### config.mk
export PLATFORM = sky130hd
export DESIGN_NAME = srb_reg_bank
export DESIGN_NICKNAME = d
export VERILOG_FILES = /design/src/logic/srb_pkg.sv /design/src/logic/srb_reg_bank.sv
export VERILOG_INCLUDE_DIRS = /design/src /design/src/logic
export SDC_FILE = /design/constraint.sdc
export NUM_CORES = 1
export LEC_CHECK = 0
export CORE_ASPECT_RATIO = 0.75
export CORE_MARGIN = 2
export CORE_UTILIZATION = 55
export CTS_CLUSTER_DIAMETER = 150
export CTS_CLUSTER_SIZE = 8
export DETAILED_ROUTE_END_ITERATION = 10
export DONT_BUFFER_PORTS = 1
export HOLD_SLACK_MARGIN = 0.08
export PLACE_DENSITY = 0.81
export SLEW_MARGIN = 15
export SYNTH_ARGS = -nofsm -noshare
export SYNTH_HDL_FRONTEND = slang
export SYNTH_SLANG_ARGS = --single-unit
### constraint.sdc
create_clock -name clk_i -period 4.3 [get_ports clk_i]
set_clock_uncertainty 0.15 [all_clocks]
set_input_delay 0.215 -clock clk_i [delete_from_list [all_inputs] [get_ports clk_i]]
set_output_delay 0.215 -clock clk_i [all_outputs]
set_load 0.005 [all_outputs]
### src/logic/srb_defs.svh
`ifndef SRB_DEFS_SVH
`define SRB_DEFS_SVH

// frame layout
`define SRB_FRAME_BITS      16
`define SRB_ADDR_BITS       7
`define SRB_WRITE_BIT       7
`define SRB_DATA_LSB        8
`define SRB_MODE_SOFT_RESET 2'b11

// register counts
`define SRB_NCTRL 17
`define SRB_NSTAT 9

// control registers, index 0 first
`define SRB_CTRL_ADDR {7'h01, 7'h02, 7'h03, 7'h04, 7'h06, 7'h07, 7'h08, 7'h09, 7'h0c, 7'h10, 7'h14, 7'h15, \
                       7'h17, 7'h18, 7'h19, 7'h1c, 7'h1e}
`define SRB_CTRL_WMASK {8'hff, 8'hfb, 8'hf7, 8'he3, 8'hc4, 8'ha7, 8'h3f, 8'h7f, 8'h77, 8'h30, 8'h77, 8'h77, \
                        8'hff, 8'hff, 8'hff, 8'h05, 8'hff}
`define SRB_CTRL_RST   {17{8'h00}}
`define SRB_CTRL_RSTRT {17{8'h00}}
`define SRB_CTRL_KEEP  {8'h23, 8'hd9, {15{8'hff}}}
`define SRB_CTRL_HW    {8'hfc, 8'h20, {15{8'h00}}}

// read/clear status registers, index 0 first
`define SRB_STAT_ADDR {7'h40, 7'h41, 7'h42, 7'h43, 7'h44, 7'h45, 7'h47, 7'h54, 7'h55}
`define SRB_STAT_MASK {8'hff, 8'hff, 8'h07, 8'hc7, 8'h67, 8'hf7, 8'h30, 8'h0f, 8'h0f}

// read-only registers
`define SRB_ADDR_WAKE_LVL 7'h48
`define SRB_WAKE_LVL_MASK 8'hf7
`define SRB_ADDR_FAMILY   7'h7e

`endif

### src/logic/srb_pkg.sv
package srb_pkg;

  typedef enum logic [1:0] {
    ST_IDLE  = 2'b01,
    ST_SHIFT = 2'b10
  } srb_state_e;

  typedef enum logic [4:0] {
    K_NONE = 5'b00001,
    K_CTRL = 5'b00010,
    K_STAT = 5'b00100,
    K_LVL  = 5'b01000,
    K_FAM  = 5'b10000
  } srb_kind_e;

  typedef struct packed {
    srb_kind_e   kind;
    logic [4:0]  idx;
  } srb_dec_s;

  typedef struct packed {
    logic        valid;
    logic [4:0]  idx;
    logic [7:0]  data;
  } srb_hw_upd_s;

  typedef struct packed {
    logic        sck;
    logic        cs_n;
    logic        sdi;
  } srb_spi_pins_s;

endpackage : srb_pkg

### src/logic/srb_reg_bank.sv
`include "srb_defs.svh"

module srb_reg_bank #(
  parameter int         FRAME_BITS = `SRB_FRAME_BITS,
  parameter logic [7:0] FAMILY_ID  = 8'h5a  // arbitrary value
) (
  // clock and reset
  input  wire logic                          clk_i,
  input  wire logic                          rst_n_i,
  // serial pins
  input  wire srb_pkg::srb_spi_pins_s        spi_i,
  output logic                               sdo_o,
  output logic                               sdo_oe_o,
  // device side
  input  wire logic                          restart_i,
  input  wire srb_pkg::srb_hw_upd_s          hw_upd_i,
  input  wire logic [0:`SRB_NSTAT-1][7:0]    stat_evt_i,
  input  wire logic [7:0]                    wake_lvl_i,
  output logic [0:`SRB_NCTRL-1][7:0]         ctrl_o,
  output logic                               soft_reset_o
);

  localparam int NC = `SRB_NCTRL;
  localparam int NS = `SRB_NSTAT;
  localparam logic [4:0] FRAME_LEN = 5'(`SRB_FRAME_BITS);
  localparam logic [4:0] OVER_LEN  = 5'(`SRB_FRAME_BITS + 1);
  localparam logic [4:0] ADDR_DONE = 5'(`SRB_ADDR_BITS);
  localparam logic [4:0] DATA_POS  = 5'(`SRB_DATA_LSB);
  localparam logic [0:NC-1][6:0] CTRL_ADDR  = `SRB_CTRL_ADDR;
  localparam logic [0:NC-1][7:0] CTRL_WMASK = `SRB_CTRL_WMASK;
  localparam logic [0:NC-1][7:0] CTRL_RST   = `SRB_CTRL_RST;
  localparam logic [0:NC-1][7:0] CTRL_RSTRT = `SRB_CTRL_RSTRT;
  localparam logic [0:NC-1][7:0] CTRL_KEEP  = `SRB_CTRL_KEEP;
  localparam logic [0:NC-1][7:0] CTRL_HW    = `SRB_CTRL_HW;
  localparam logic [0:NS-1][6:0] STAT_ADDR  = `SRB_STAT_ADDR;
  localparam logic [0:NS-1][7:0] STAT_MASK  = `SRB_STAT_MASK;

  if (FRAME_BITS != `SRB_FRAME_BITS) begin : g_chk
    $error("frame length other than 16 bits is not supported");
  end

  // address decode, used for the read byte and for the commit
  function automatic srb_pkg::srb_dec_s decode(input logic [6:0] a);
    srb_pkg::srb_dec_s d;
    d.kind = srb_pkg::K_NONE;
    d.idx  = 5'h00;
    for (int i = 0; i < NC; i++) begin
      if (CTRL_ADDR[i] == a) begin
        d.kind = srb_pkg::K_CTRL;
        d.idx  = 5'(i);
      end
    end
    for (int i = 0; i < NS; i++) begin
      if (STAT_ADDR[i] == a) begin
        d.kind = srb_pkg::K_STAT;
        d.idx  = 5'(i);
      end
    end
    if (a == `SRB_ADDR_WAKE_LVL) begin
      d.kind = srb_pkg::K_LVL;
    end
    if (a == `SRB_ADDR_FAMILY) begin
      d.kind = srb_pkg::K_FAM;
    end
    return d;
  endfunction

  // pin synchronisers: stage 0 feeds stage 1 only, stage 2 is for sck edges (unused on cs_n)
  logic [2:0] sck_sync_reg, sck_sync_next;
  logic [2:0] csn_sync_reg, csn_sync_next;
  logic [1:0] sdi_sync_reg, sdi_sync_next;

  always_comb begin
    sck_sync_next = {sck_sync_reg[1:0], spi_i.sck};
    csn_sync_next = {csn_sync_reg[1:0], spi_i.cs_n};
    sdi_sync_next = {sdi_sync_reg[0], spi_i.sdi};
  end

  always_ff @(posedge clk_i or negedge rst_n_i) begin
    if (!rst_n_i) begin
      sck_sync_reg <= 3'h0;
      csn_sync_reg <= 3'h7;
      sdi_sync_reg <= 2'h0;
    end else begin
      sck_sync_reg <= sck_sync_next;
      csn_sync_reg <= csn_sync_next;
      sdi_sync_reg <= sdi_sync_next;
    end
  end

  logic sck_rise;
  logic sck_fall;
  logic cs_low;
  logic sdi_bit;

  assign sck_rise = sck_sync_reg[1] & ~sck_sync_reg[2];
  assign sck_fall = ~sck_sync_reg[1] & sck_sync_reg[2];
  assign cs_low   = ~csn_sync_reg[1];
  assign sdi_bit  = sdi_sync_reg[1];

  // register storage
  logic [0:NC-1][7:0] ctrl_reg, ctrl_next;
  logic [0:NS-1][7:0] stat_reg, stat_next;
  logic               soft_reg, soft_next;

  // serial frame engine state
  srb_pkg::srb_state_e state_reg, state_next;
  logic [4:0]          cnt_reg, cnt_next;
  logic [15:0]         rx_reg, rx_next;
  logic [15:0]         tx_reg, tx_next;
  logic                sdo_reg, sdo_next;
  logic                oe_reg, oe_next;
  logic                commit_reg, commit_next;

  // read byte of the register being addressed
  srb_pkg::srb_dec_s dec;
  logic [7:0]        rd_data;
  logic [7:0]        summary;

  assign dec = decode(rx_reg[6:0]);

  always_comb begin
    rd_data = 8'h00;
    unique case (dec.kind)
      srb_pkg::K_CTRL: rd_data = ctrl_reg[dec.idx] & CTRL_WMASK[dec.idx];
      srb_pkg::K_STAT: rd_data = stat_reg[dec.idx] & STAT_MASK[dec.idx];
      srb_pkg::K_LVL:  rd_data = wake_lvl_i & `SRB_WAKE_LVL_MASK;
      srb_pkg::K_FAM:  rd_data = FAMILY_ID;
      srb_pkg::K_NONE: rd_data = 8'h00;
      default:         rd_data = 8'h00;
    endcase
    for (int i = 0; i < 8; i++) begin
      summary[i] = |stat_reg[i];
    end
  end

  // frame engine: sample on rising clock edge, shift out on falling, lsb first
  always_comb begin
    state_next  = state_reg;
    cnt_next    = cnt_reg;
    rx_next     = rx_reg;
    tx_next     = tx_reg;
    sdo_next    = sdo_reg;
    oe_next     = oe_reg;
    commit_next = 1'b0;
    unique case (state_reg)
      srb_pkg::ST_IDLE: begin
        if (cs_low) begin
          state_next = srb_pkg::ST_SHIFT;
          cnt_next   = 5'h00;
          rx_next    = 16'h0000;
          tx_next    = {8'h00, summary};
          sdo_next   = summary[0];
          oe_next    = 1'b1;
        end
      end
      srb_pkg::ST_SHIFT: begin
        if (!cs_low) begin
          state_next  = srb_pkg::ST_IDLE;
          oe_next     = 1'b0;
          sdo_next    = 1'b0;
          commit_next = (cnt_reg == FRAME_LEN);
        end else begin
          if (sck_rise) begin
            if (cnt_reg < FRAME_LEN) begin
              rx_next[cnt_reg[3:0]] = sdi_bit;
              cnt_next = cnt_reg + 5'h01;
            end else begin
              cnt_next = OVER_LEN;
            end
            if (cnt_reg == ADDR_DONE) begin
              tx_next[15:8] = rd_data;
            end
          end
          if (sck_fall) begin
            sdo_next = (cnt_reg < FRAME_LEN) ? tx_reg[cnt_reg[3:0]] : 1'b0;
          end
        end
      end
    endcase
  end

  always_ff @(posedge clk_i or negedge rst_n_i) begin
    if (!rst_n_i) begin
      state_reg  <= srb_pkg::ST_IDLE;
      cnt_reg    <= 5'h00;
      rx_reg     <= 16'h0000;
      tx_reg     <= 16'h0000;
      sdo_reg    <= 1'b0;
      oe_reg     <= 1'b0;
      commit_reg <= 1'b0;
    end else begin
      state_reg  <= state_next;
      cnt_reg    <= cnt_next;
      rx_reg     <= rx_next;
      tx_reg     <= tx_next;
      sdo_reg    <= sdo_next;
      oe_reg     <= oe_next;
      commit_reg <= commit_next;
    end
  end

  // register file update: soft reset, then restart, then serial write, then hardware
  logic       wr_cmd;
  logic [7:0] clr_mask;

  assign wr_cmd = rx_reg[`SRB_WRITE_BIT];

  always_comb begin
    ctrl_next = ctrl_reg;
    stat_next = stat_reg;
    soft_next = 1'b0;
    clr_mask  = 8'h00;
    if (soft_reg) begin
      ctrl_next = CTRL_RST;
      stat_next = '0;
    end else begin
      if (restart_i) begin
        for (int i = 0; i < NC; i++) begin
          ctrl_next[i] = (ctrl_reg[i] & CTRL_KEEP[i]) | (CTRL_RSTRT[i] & ~CTRL_KEEP[i]);
        end
      end else if (commit_reg && wr_cmd && dec.kind == srb_pkg::K_CTRL) begin
        ctrl_next[dec.idx] = rx_reg[15:8] & CTRL_WMASK[dec.idx];
        soft_next = (dec.idx == 5'h00) && (rx_reg[15:14] == `SRB_MODE_SOFT_RESET);
      end
      if (hw_upd_i.valid && hw_upd_i.idx < 5'(NC)) begin
        ctrl_next[hw_upd_i.idx] = (ctrl_next[hw_upd_i.idx] & ~CTRL_HW[hw_upd_i.idx])
                                | (hw_upd_i.data & CTRL_HW[hw_upd_i.idx]);
      end
      for (int i = 0; i < NS; i++) begin
        clr_mask = 8'h00;
        if (commit_reg && !wr_cmd && dec.kind == srb_pkg::K_STAT && dec.idx == 5'(i)) begin
          clr_mask = tx_reg[15:8];
        end
        stat_next[i] = ((stat_reg[i] & ~clr_mask) | stat_evt_i[i]) & STAT_MASK[i];
      end
    end
  end

  always_ff @(posedge clk_i or negedge rst_n_i) begin
    if (!rst_n_i) begin
      ctrl_reg <= CTRL_RST;
      stat_reg <= '0;
      soft_reg <= 1'b0;
    end else begin
      ctrl_reg <= ctrl_next;
      stat_reg <= stat_next;
      soft_reg <= soft_next;
    end
  end

  assign sdo_o        = sdo_reg;
  assign sdo_oe_o     = oe_reg;
  assign ctrl_o       = ctrl_reg;
  assign soft_reset_o = soft_reg;

  // checks
  logic quiet;
  assign quiet = !soft_reg && !restart_i && !hw_upd_i.valid;

  AST_SOFT_RESET_LOADS: assert property (@(posedge clk_i) disable iff (!rst_n_i)
    soft_reg |=> (ctrl_reg == CTRL_RST) && (stat_reg == '0))
    else $error("soft reset did not load reset values");

  AST_RESTART_VALUES: assert property (@(posedge clk_i) disable iff (!rst_n_i)
    (restart_i && !soft_reg && !hw_upd_i.valid) |=>
      ctrl_reg[0] == (($past(ctrl_reg[0]) & CTRL_KEEP[0]) | (CTRL_RSTRT[0] & ~CTRL_KEEP[0])))
    else $error("restart value wrong in mode register");

  AST_FRAME_LENGTH: assert property (@(posedge clk_i) disable iff (!rst_n_i)
    commit_reg |-> (cnt_reg == FRAME_LEN) && (state_reg == srb_pkg::ST_IDLE))
    else $error("frame committed with wrong bit count");

  AST_WRITE_BYTE: assert property (@(posedge clk_i) disable iff (!rst_n_i)
    (commit_reg && wr_cmd && dec.kind == srb_pkg::K_CTRL && quiet) |=>
      ctrl_reg[$past(dec.idx)] == ($past(rx_reg[15:8]) & CTRL_WMASK[$past(dec.idx)]))
    else $error("write byte not stored");

  AST_DATA_ORDER: assert property (@(posedge clk_i) disable iff (!rst_n_i)
    (state_reg == srb_pkg::ST_SHIFT && cs_low && sck_rise && cnt_reg == DATA_POS) |=>
      rx_reg[8] == $past(sdi_bit))
    else $error("first data bit not at frame bit 8");

  AST_READ_NO_CHANGE: assert property (@(posedge clk_i) disable iff (!rst_n_i)
    (commit_reg && !wr_cmd && quiet) |=> $stable(ctrl_reg))
    else $error("read changed a control register");

  AST_RESERVED_ZERO: assert property (@(posedge clk_i) disable iff (!rst_n_i)
    (state_reg == srb_pkg::ST_SHIFT && cnt_reg > DATA_POS && dec.kind == srb_pkg::K_CTRL) |->
      (tx_reg[15:8] & ~CTRL_WMASK[dec.idx]) == 8'h00)
    else $error("reserved bit read as one");

  AST_STATUS_WRITE_IGNORED: assert property (@(posedge clk_i) disable iff (!rst_n_i)
    (commit_reg && wr_cmd && dec.kind == srb_pkg::K_STAT && !soft_reg && stat_evt_i == '0) |=>
      $stable(stat_reg))
    else $error("write changed a read-only register");

  AST_HOLD_VALUE: assert property (@(posedge clk_i) disable iff (!rst_n_i)
    (!commit_reg && quiet) |=> $stable(ctrl_reg))
    else $error("control register changed without a write");

  AST_OLD_DATA_OUT: assert property (@(posedge clk_i) disable iff (!rst_n_i)
    (state_reg == srb_pkg::ST_SHIFT && cnt_reg > DATA_POS && !commit_reg) |=> $stable(tx_reg[15:8]))
    else $error("returned data byte changed within frame");

  AST_READ_CLEARS: assert property (@(posedge clk_i) disable iff (!rst_n_i)
    (commit_reg && !wr_cmd && dec.kind == srb_pkg::K_STAT && !soft_reg) |=>
      (stat_reg[$past(dec.idx)] & $past(tx_reg[15:8]) & ~$past(stat_evt_i[dec.idx])) == 8'h00)
    else $error("reported flags not cleared");

  AST_UNMAPPED_IGNORED: assert property (@(posedge clk_i) disable iff (!rst_n_i)
    (commit_reg && dec.kind == srb_pkg::K_NONE && quiet) |=> $stable(ctrl_reg))
    else $error("unmapped access changed a register");

  AST_FRAME_START: assert property (@(posedge clk_i) disable iff (!rst_n_i)
    (state_reg == srb_pkg::ST_IDLE && cs_low) |=> sdo_oe_o && (sdo_o == $past(summary[0])))
    else $error("frame start did not enable the serial output");

  AST_IDLE_QUIET: assert property (@(posedge clk_i) disable iff (!rst_n_i)
    (state_reg == srb_pkg::ST_IDLE && !cs_low) |=> !sdo_oe_o && !sdo_o)
    else $error("serial output driven outside a frame");

  AST_CUT_FRAME_DROPPED: assert property (@(posedge clk_i) disable iff (!rst_n_i)
    (state_reg == srb_pkg::ST_SHIFT && !cs_low && cnt_reg != FRAME_LEN) |=> !commit_reg)
    else $error("frame of wrong length committed");

  AST_OVERRUN_IGNORED: assert property (@(posedge clk_i) disable iff (!rst_n_i)
    (state_reg == srb_pkg::ST_SHIFT && cs_low && sck_rise && cnt_reg >= FRAME_LEN) |=>
      (cnt_reg == OVER_LEN) && $stable(rx_reg))
    else $error("extra clock edge changed the frame");

  AST_SDO_BIT: assert property (@(posedge clk_i) disable iff (!rst_n_i)
    (state_reg == srb_pkg::ST_SHIFT && cs_low && sck_fall && cnt_reg < FRAME_LEN) |=>
      sdo_o == $past(tx_reg[cnt_reg[3:0]]))
    else $error("serial output bit out of order");

  AST_CAPTURE_OLD: assert property (@(posedge clk_i) disable iff (!rst_n_i)
    (state_reg == srb_pkg::ST_SHIFT && cs_low && sck_rise && cnt_reg == ADDR_DONE) |=>
      tx_reg[15:8] == $past(rd_data))
    else $error("returned byte not captured from the register");

  AST_SOFT_PULSE: assert property (@(posedge clk_i) disable iff (!rst_n_i)
    soft_reg |=> !soft_reg)
    else $error("soft reset pulse longer than one cycle");

  AST_SOFT_CAUSE: assert property (@(posedge clk_i) disable iff (!rst_n_i)
    soft_reg |-> $past(commit_reg && wr_cmd && dec.kind == srb_pkg::K_CTRL && dec.idx == 5'h00 &&
                       rx_reg[15:14] == `SRB_MODE_SOFT_RESET && !restart_i && !soft_reg))
    else $error("soft reset without a mode write");

  AST_RESTART_STATUS: assert property (@(posedge clk_i) disable iff (!rst_n_i)
    (restart_i && !soft_reg && !commit_reg && stat_evt_i == '0) |=> $stable(stat_reg))
    else $error("restart changed a status register");

  AST_HW_UPDATE: assert property (@(posedge clk_i) disable iff (!rst_n_i)
    (hw_upd_i.valid && hw_upd_i.idx < 5'(NC) && !soft_reg && !restart_i && !commit_reg) |=>
      ctrl_reg[$past(hw_upd_i.idx)] == (($past(ctrl_reg[hw_upd_i.idx]) & ~CTRL_HW[$past(hw_upd_i.idx)])
                                       | ($past(hw_upd_i.data) & CTRL_HW[$past(hw_upd_i.idx)])))
    else $error("hardware update wrote a plain bit");

  AST_HW_RANGE: assert property (@(posedge clk_i) disable iff (!rst_n_i)
    (hw_upd_i.valid && hw_upd_i.idx >= 5'(NC) && !soft_reg && !restart_i && !commit_reg) |=>
      $stable(ctrl_reg))
    else $error("hardware update outside the control registers");

  for (genvar g = 0; g < NS; g++) begin : g_flag
    AST_FLAG_SET_WINS: assert property (@(posedge clk_i) disable iff (!rst_n_i)
      !soft_reg |=> (stat_reg[g] & $past(stat_evt_i[g]) & STAT_MASK[g]) == ($past(stat_evt_i[g]) & STAT_MASK[g]))
      else $error("status event lost");

    AST_FLAG_RESERVED: assert property (@(posedge clk_i) disable iff (!rst_n_i)
      (stat_reg[g] & ~STAT_MASK[g]) == 8'h00)
      else $error("reserved status bit set");
  end

endmodule // srb_reg_bank

* Word level (Yosys, flattened, before mapping)
Memory sizes are Yosys's and may differ from the RTL's. Index checks and enable logic that the tools add are counted.
Storage, ports and cells: ROM bits 640, memory bits (writable) 0, input bits 100, logic and storage cells 288, register bits 258, bits in latches 0, memories 3, output and inout bits 139
Memories:
- (name not given) | words 32, width 8, rd ports 1, clocked after Yosys merged registers in 0, wr ports 0, RTL line srb_reg_bank.sv:228 | | (hw_upd_i.data & CTRL_HW[hw_upd_i.idx]);
- (name not given) | words 32, width 8, rd ports 1, clocked after Yosys merged registers in 0, wr ports 0, RTL line srb_reg_bank.sv:223 | ctrl_next[dec.idx] = rx_reg[15:8] & CTRL_WMASK[dec.idx];
- (name not given) | words 16, width 8, rd ports 1, clocked after Yosys merged registers in 0, wr ports 0, RTL line srb_reg_bank.sv:126 | srb_pkg::K_STAT: rd_data = stat_reg[dec.idx] & STAT_MASK[dec.idx];
Operators by class: bitwise gates (word level) 41, div/mod/pow operators 0, order comparisons 9, $add $sub $neg 1, equality and inequality tests 52, multiply operators 0, multiplexer cells 110, shift-type cells 0, reduce and logical (&&, ||, !) cells 34
Operators with widths (number):
- 136-bit two-way mux | 5
- 136-bit bitwise mux | 2
- 10-bit two-way mux | 25
- 8-bit two-way mux | 25
- 8-bit binary-select mux with 5-bit select | 2
- 8-bit demux with 5-bit select | 2
- 16-bit two-way mux | 5
- 8-bit AND | 9
- 72-bit two-way mux | 1
- 8-bit OR reduction | 8
- 7-bit == test (first input constant) | 9
- 5-bit by 7-bit == test with 1-bit output (first input constant) | 8
- 8-bit NOT | 5
- 8-bit OR | 5
- 8-bit binary-select mux with 4-bit select | 1
- 16-bit case mux with 2 select lines | 1
- 8-bit case mux with 4 select lines | 1
- 5-bit by 3-bit == test with 1-bit output (second input constant) | 6
- 5-bit two-way mux | 6
- 3-bit by 7-bit == test with 1-bit output (first input constant) | 3
- 4-bit by 7-bit == test with 1-bit output (first input constant) | 3
- 7-bit two-way mux | 3
- 1-bit logical AND | 18
- 16-bit bitwise mux | 1
- other kinds (49) | 93

* Longest topological paths before layout
depth after elaboration 44, mapped depth 18, mapped depth without buffers 14

* Worst setup path before layout
OpenSTA, ideal clock, no wires.
path type reg-to-reg, start register rx_reg[0], end register ctrl_reg, in the netlist ctrl_o[38], clock period less this slack 4228 ps, library setup time 132 ps, data required time 4018 ps, path slack 72 ps, stages on the path, launching flop included 15, arrival time 3947 ps, path through dfrtp_1 > buf_6 > nand2_2 > or3b_1 > a31o_1 > a211oi_2 > or2_4 > buf_2 > buf_2 > ha_1 > clkbuf_1 > nor3b_1 > nand3_1 > a22oi_1 > nor2_1
RTL lines:
- from (decl) | RTL line srb_reg_bank.sv:109 | logic [15:0] rx_reg, rx_next;
- from (signal assigned) | RTL line srb_reg_bank.sv:195 | rx_reg <= rx_next;
- to (signal assigned) | RTL line srb_reg_bank.sv:246 | ctrl_reg <= ctrl_next;
- to (decl) | RTL line srb_reg_bank.sv:102 | logic [0:NC-1][7:0] ctrl_reg, ctrl_next;

==> impl_metrics.py <==
metrics = {
    "run_status": {
        "status": "complete, but fails checks",
        "violations": "hold timing",
    },
    "pwr": {
        "seq_power_share": 0.413,
        "p_comb_frac": 0.152,
        "vdd_drop_max_uv": 255.6,
        "internal_power_uw": 3996,
        "p_sw_uw": 1514,
        "power_density_nw_per_um2": 379.0,
        "p_sw_frac": 0.2748,
        "total_power_uw": 5510,
        "p_clk_frac": 0.435,
        "power_leakage_uw": 0.006290,
    },
    "yosys": {
        "synth_edf_count": 0,
        "synth-seq-area-share": 0.4636,
        "syn_inst": 1374,
        "async_reset_ff_frac": 1.000,
        "ys_warn_count": 0,
        "synthFlopType": "dfrtp_1",
        "syn_area_per_cell_um2": 9.080,
        "ys_seq_elements": 231,
        "syn_nets": 1484,
        "synth_area_um2": 12480,
        "synth_cell_types": 81,
    },
    "setup_path": {
        "crit_family": "simple AND/OR/NAND/NOR gates",
        "critPathBufInv": 4,
        "worstPathArrival_ns": 4.38,
        "cp-start-kind": "flip-flop",
        "reg2reg_from": "rx_reg[5]",
        "startpoint": "rx_reg[5]",
        "critPathMaxFanout": 11,
        "crit_type": "reg -> reg",
        "cp_data_required_time_ns": 4.50,
        "end_kind": "flip-flop",
        "crit_chain": "nor4bb_1 > o21ai_0 > a221oi_2 > a211oi_4 > or2_4 > inv_4 > ha_1 > inv_1 > buf_4 > a31oi_1 > nor2_1 > or2_4 > mux2_2 > a22oi_1 > dlygate4sd3_1 > nor2_1",
        "cpPeakStageDelay_ns": 0.58,
        "cp_slowest_cell": "dlygate4sd3_1",
    },
    "global_route": {
        "grt_max_degree": 232,
        "antenna_found_initial": 1,
        "grt_pass1_vias": 11283,
        "overflow": 0,
        "track_usage": 0.3601,
        "grt_pass1_wl_mm": 65.94,
    },
    "clocking": {
        "clk_pin_slew_ns": 0.05,
        "cts_tree": "yes",
        "cts_hold_buf": 75,
        "cts_inserted_buffers": 34,
        "htreeDepth": 2,
        "clock-sinks": 231,
        "cts_root_buf": "clkbuf_16",
        "clock_latency_ns": 0.51,
        "cts_buffer_depth": 3,
    },
    "floorplan": {
        "ios": 239,
        "die_w_um": 177.9,
        "dieArea_um2": 23920,
        "die_h_um": 134.4,
        "core_area_um2": 22170,
        "initial_core_util": 0.5627,
        "std_cell_rows": 47,
    },
    "sta": {
        "min_period_over_period": 0.9731,
        "fmax_mhz": 239.0,
        "rsz0062_at_grt": "true",
        "max_slew_margin": 0.2665,
        "drv_slew": 0,
        "hold_viol": 231,
        "setup_viol": 0,
        "timing.hold.ws_ns": -0.7436,
        "finalWorstSetupSlack_ns": 0.1157,
        "tightest_slew_ns": 1.096,
        "min_period_ns": 4.184,
    },
    "final_layout": {
        "final_common_cell": "dfrtp_1",
        "syn_to_final_growth_pct": 16.55,
        "postLayoutCellArea_um2": 14540,
        "final_cell_mix": "dfrtp_1 (224), nand2_1 (204), nor2_1 (174), mux2i_1 (134), a21oi_1 (123)",
        "largest_register_ffs": 136,
        "nets": 1546,
        "drive_gt1_frac": 0.09778,
    },
    "place": {
        "pre_cts_ws_ns": 0.4844,
        "place_congestion": 0.9615,
        "place_hpwl_mm": 29.59,
        "post_dp_cell_area_um2": 12820,
        "io_buffers": 0,
    },
    "run": {
        "maxCapViolations": 0,
    },
    "route": {
        "wl_mm": 43.40,
        "vias": 11543,
        "wl_per_cell_um": 24.97,
        "viasPerCell": 6.642,
        "drc": 0,
        "detail-route-antenna-nets": 0,
        "drtIter0Drc": 1711,
        "dr.pass1.iters": 5,
    },
    "min_path": {
        "hp-class": "in -> async",
    },
}
## per-layer routing
layer | track usage | up-vias | part of all wire
met1 | 0.4942 | 5635 | 0.40
met3 | 0.1474 | 120 | 0.15
met2 | 0.5224 | 849 | 0.42
met4 | 0.1047 | 2 | 0.027
met5 | 0.01667 | - | 0.0012
li1 | - | 4937 | -
## through the flow
step | TNS [ns] | util | instances
CTS | 0 | 0.6529 | 1733
detailed placement | 0 | 0.5781 | 1616
global route | -0.01665 | 0.6556 | 1736
finish | 0 | 0.6559 | 1738
global placement | 0 | 0.5781 | 1616
floorplan | 0 | - | 1374
## synth_stat cells (8+ instances only)
master    count  area [µm²]
nor2_1      174       653.1
a21oi_1     123       615.6
and2_1       25       156.4
and3_1       18       112.6
inv_1         9       33.78
nor4_1        8       50.05
and3b_1      10       87.58
nand4_1      13       81.33
ha_1         10       125.1
nand3_1      73       365.4
a31oi_1      14       87.58
nor3_1       24       120.1
nand2b_1     10       62.56
a32o_1       10       100.1
nor2b_1      11       68.82
dfrtp_1     228        5705
mux2_2        8       90.09
clkbuf_1     73       274.0
nand2_1     204       765.7
buf_2        23       115.1
o21ai_0      27       135.1
mux2i_1     134        1341
o22ai_1      10       62.56
a22oi_1       9       67.56
## final timing paths
check	cells past startpoint	to	slack (ns)
setup reg to reg	16	ctrl_o[131]	0.12
setup / recovery	16	ctrl_o[131]	0.12
max in group asynchronous	0	rx_reg[4]	4.02
min in group clk_i	1	csn_sync_reg[0]	0.12
hold reg to reg	0	sdi_sync_reg[1]	0.20
hold / removal	0	stat_reg[56]	-0.74
## what timing repair did
action | in CTS | in global routing
resized for setup | 0 | 10
setup endpoints to repair | 0 | 5
endpoints found under the hold margin | 341 | 231
setup buffers | 0 | 3
## final cells by class
type / instances / area (µm²)
inverters: 11 / 43.79
multi-input cells: 1022 / 6183
diodes: 2 / 5.005
clock inverters: 1 / 8.758
clock buffers: 41 / 898.4
flip-flops and latches: 231 / 5792
well taps: 294 / 367.9
fillers: 1754 / 7630
repair buffers: 136 / 1241
## cells by family (layout without fill, tap and decap cells)
family                     count (synthesis)  in the layout  share of synthesized area
xor gates and xnor gates                   3              3                   0.002106
and+or+nand+nor                          613            613                     0.2296
other                                      0              2                          0
adders and majority gates                 10             10                    0.01003
muxes                                    148            148                     0.1256
AOI/OAI and AO/OA                        248            248                     0.1251
DFF                                      231            231                     0.4636
buffers and inverters                    121            189                    0.04403
## power groups by stage
stage | Sequential, µW | Combinational (µW) | Clock, µW
after global placement | 2310 | 717 | 0
after CTS | 2270 | 787 | 2400
after detailed placement | 2310 | 728 | 0
after floorplan | 2280 | 563 | 0
final | 2280 | 837 | 2400
after global routing | 2280 | 878 | 2510
No activity file was read; power rests on OpenSTA's default activity.
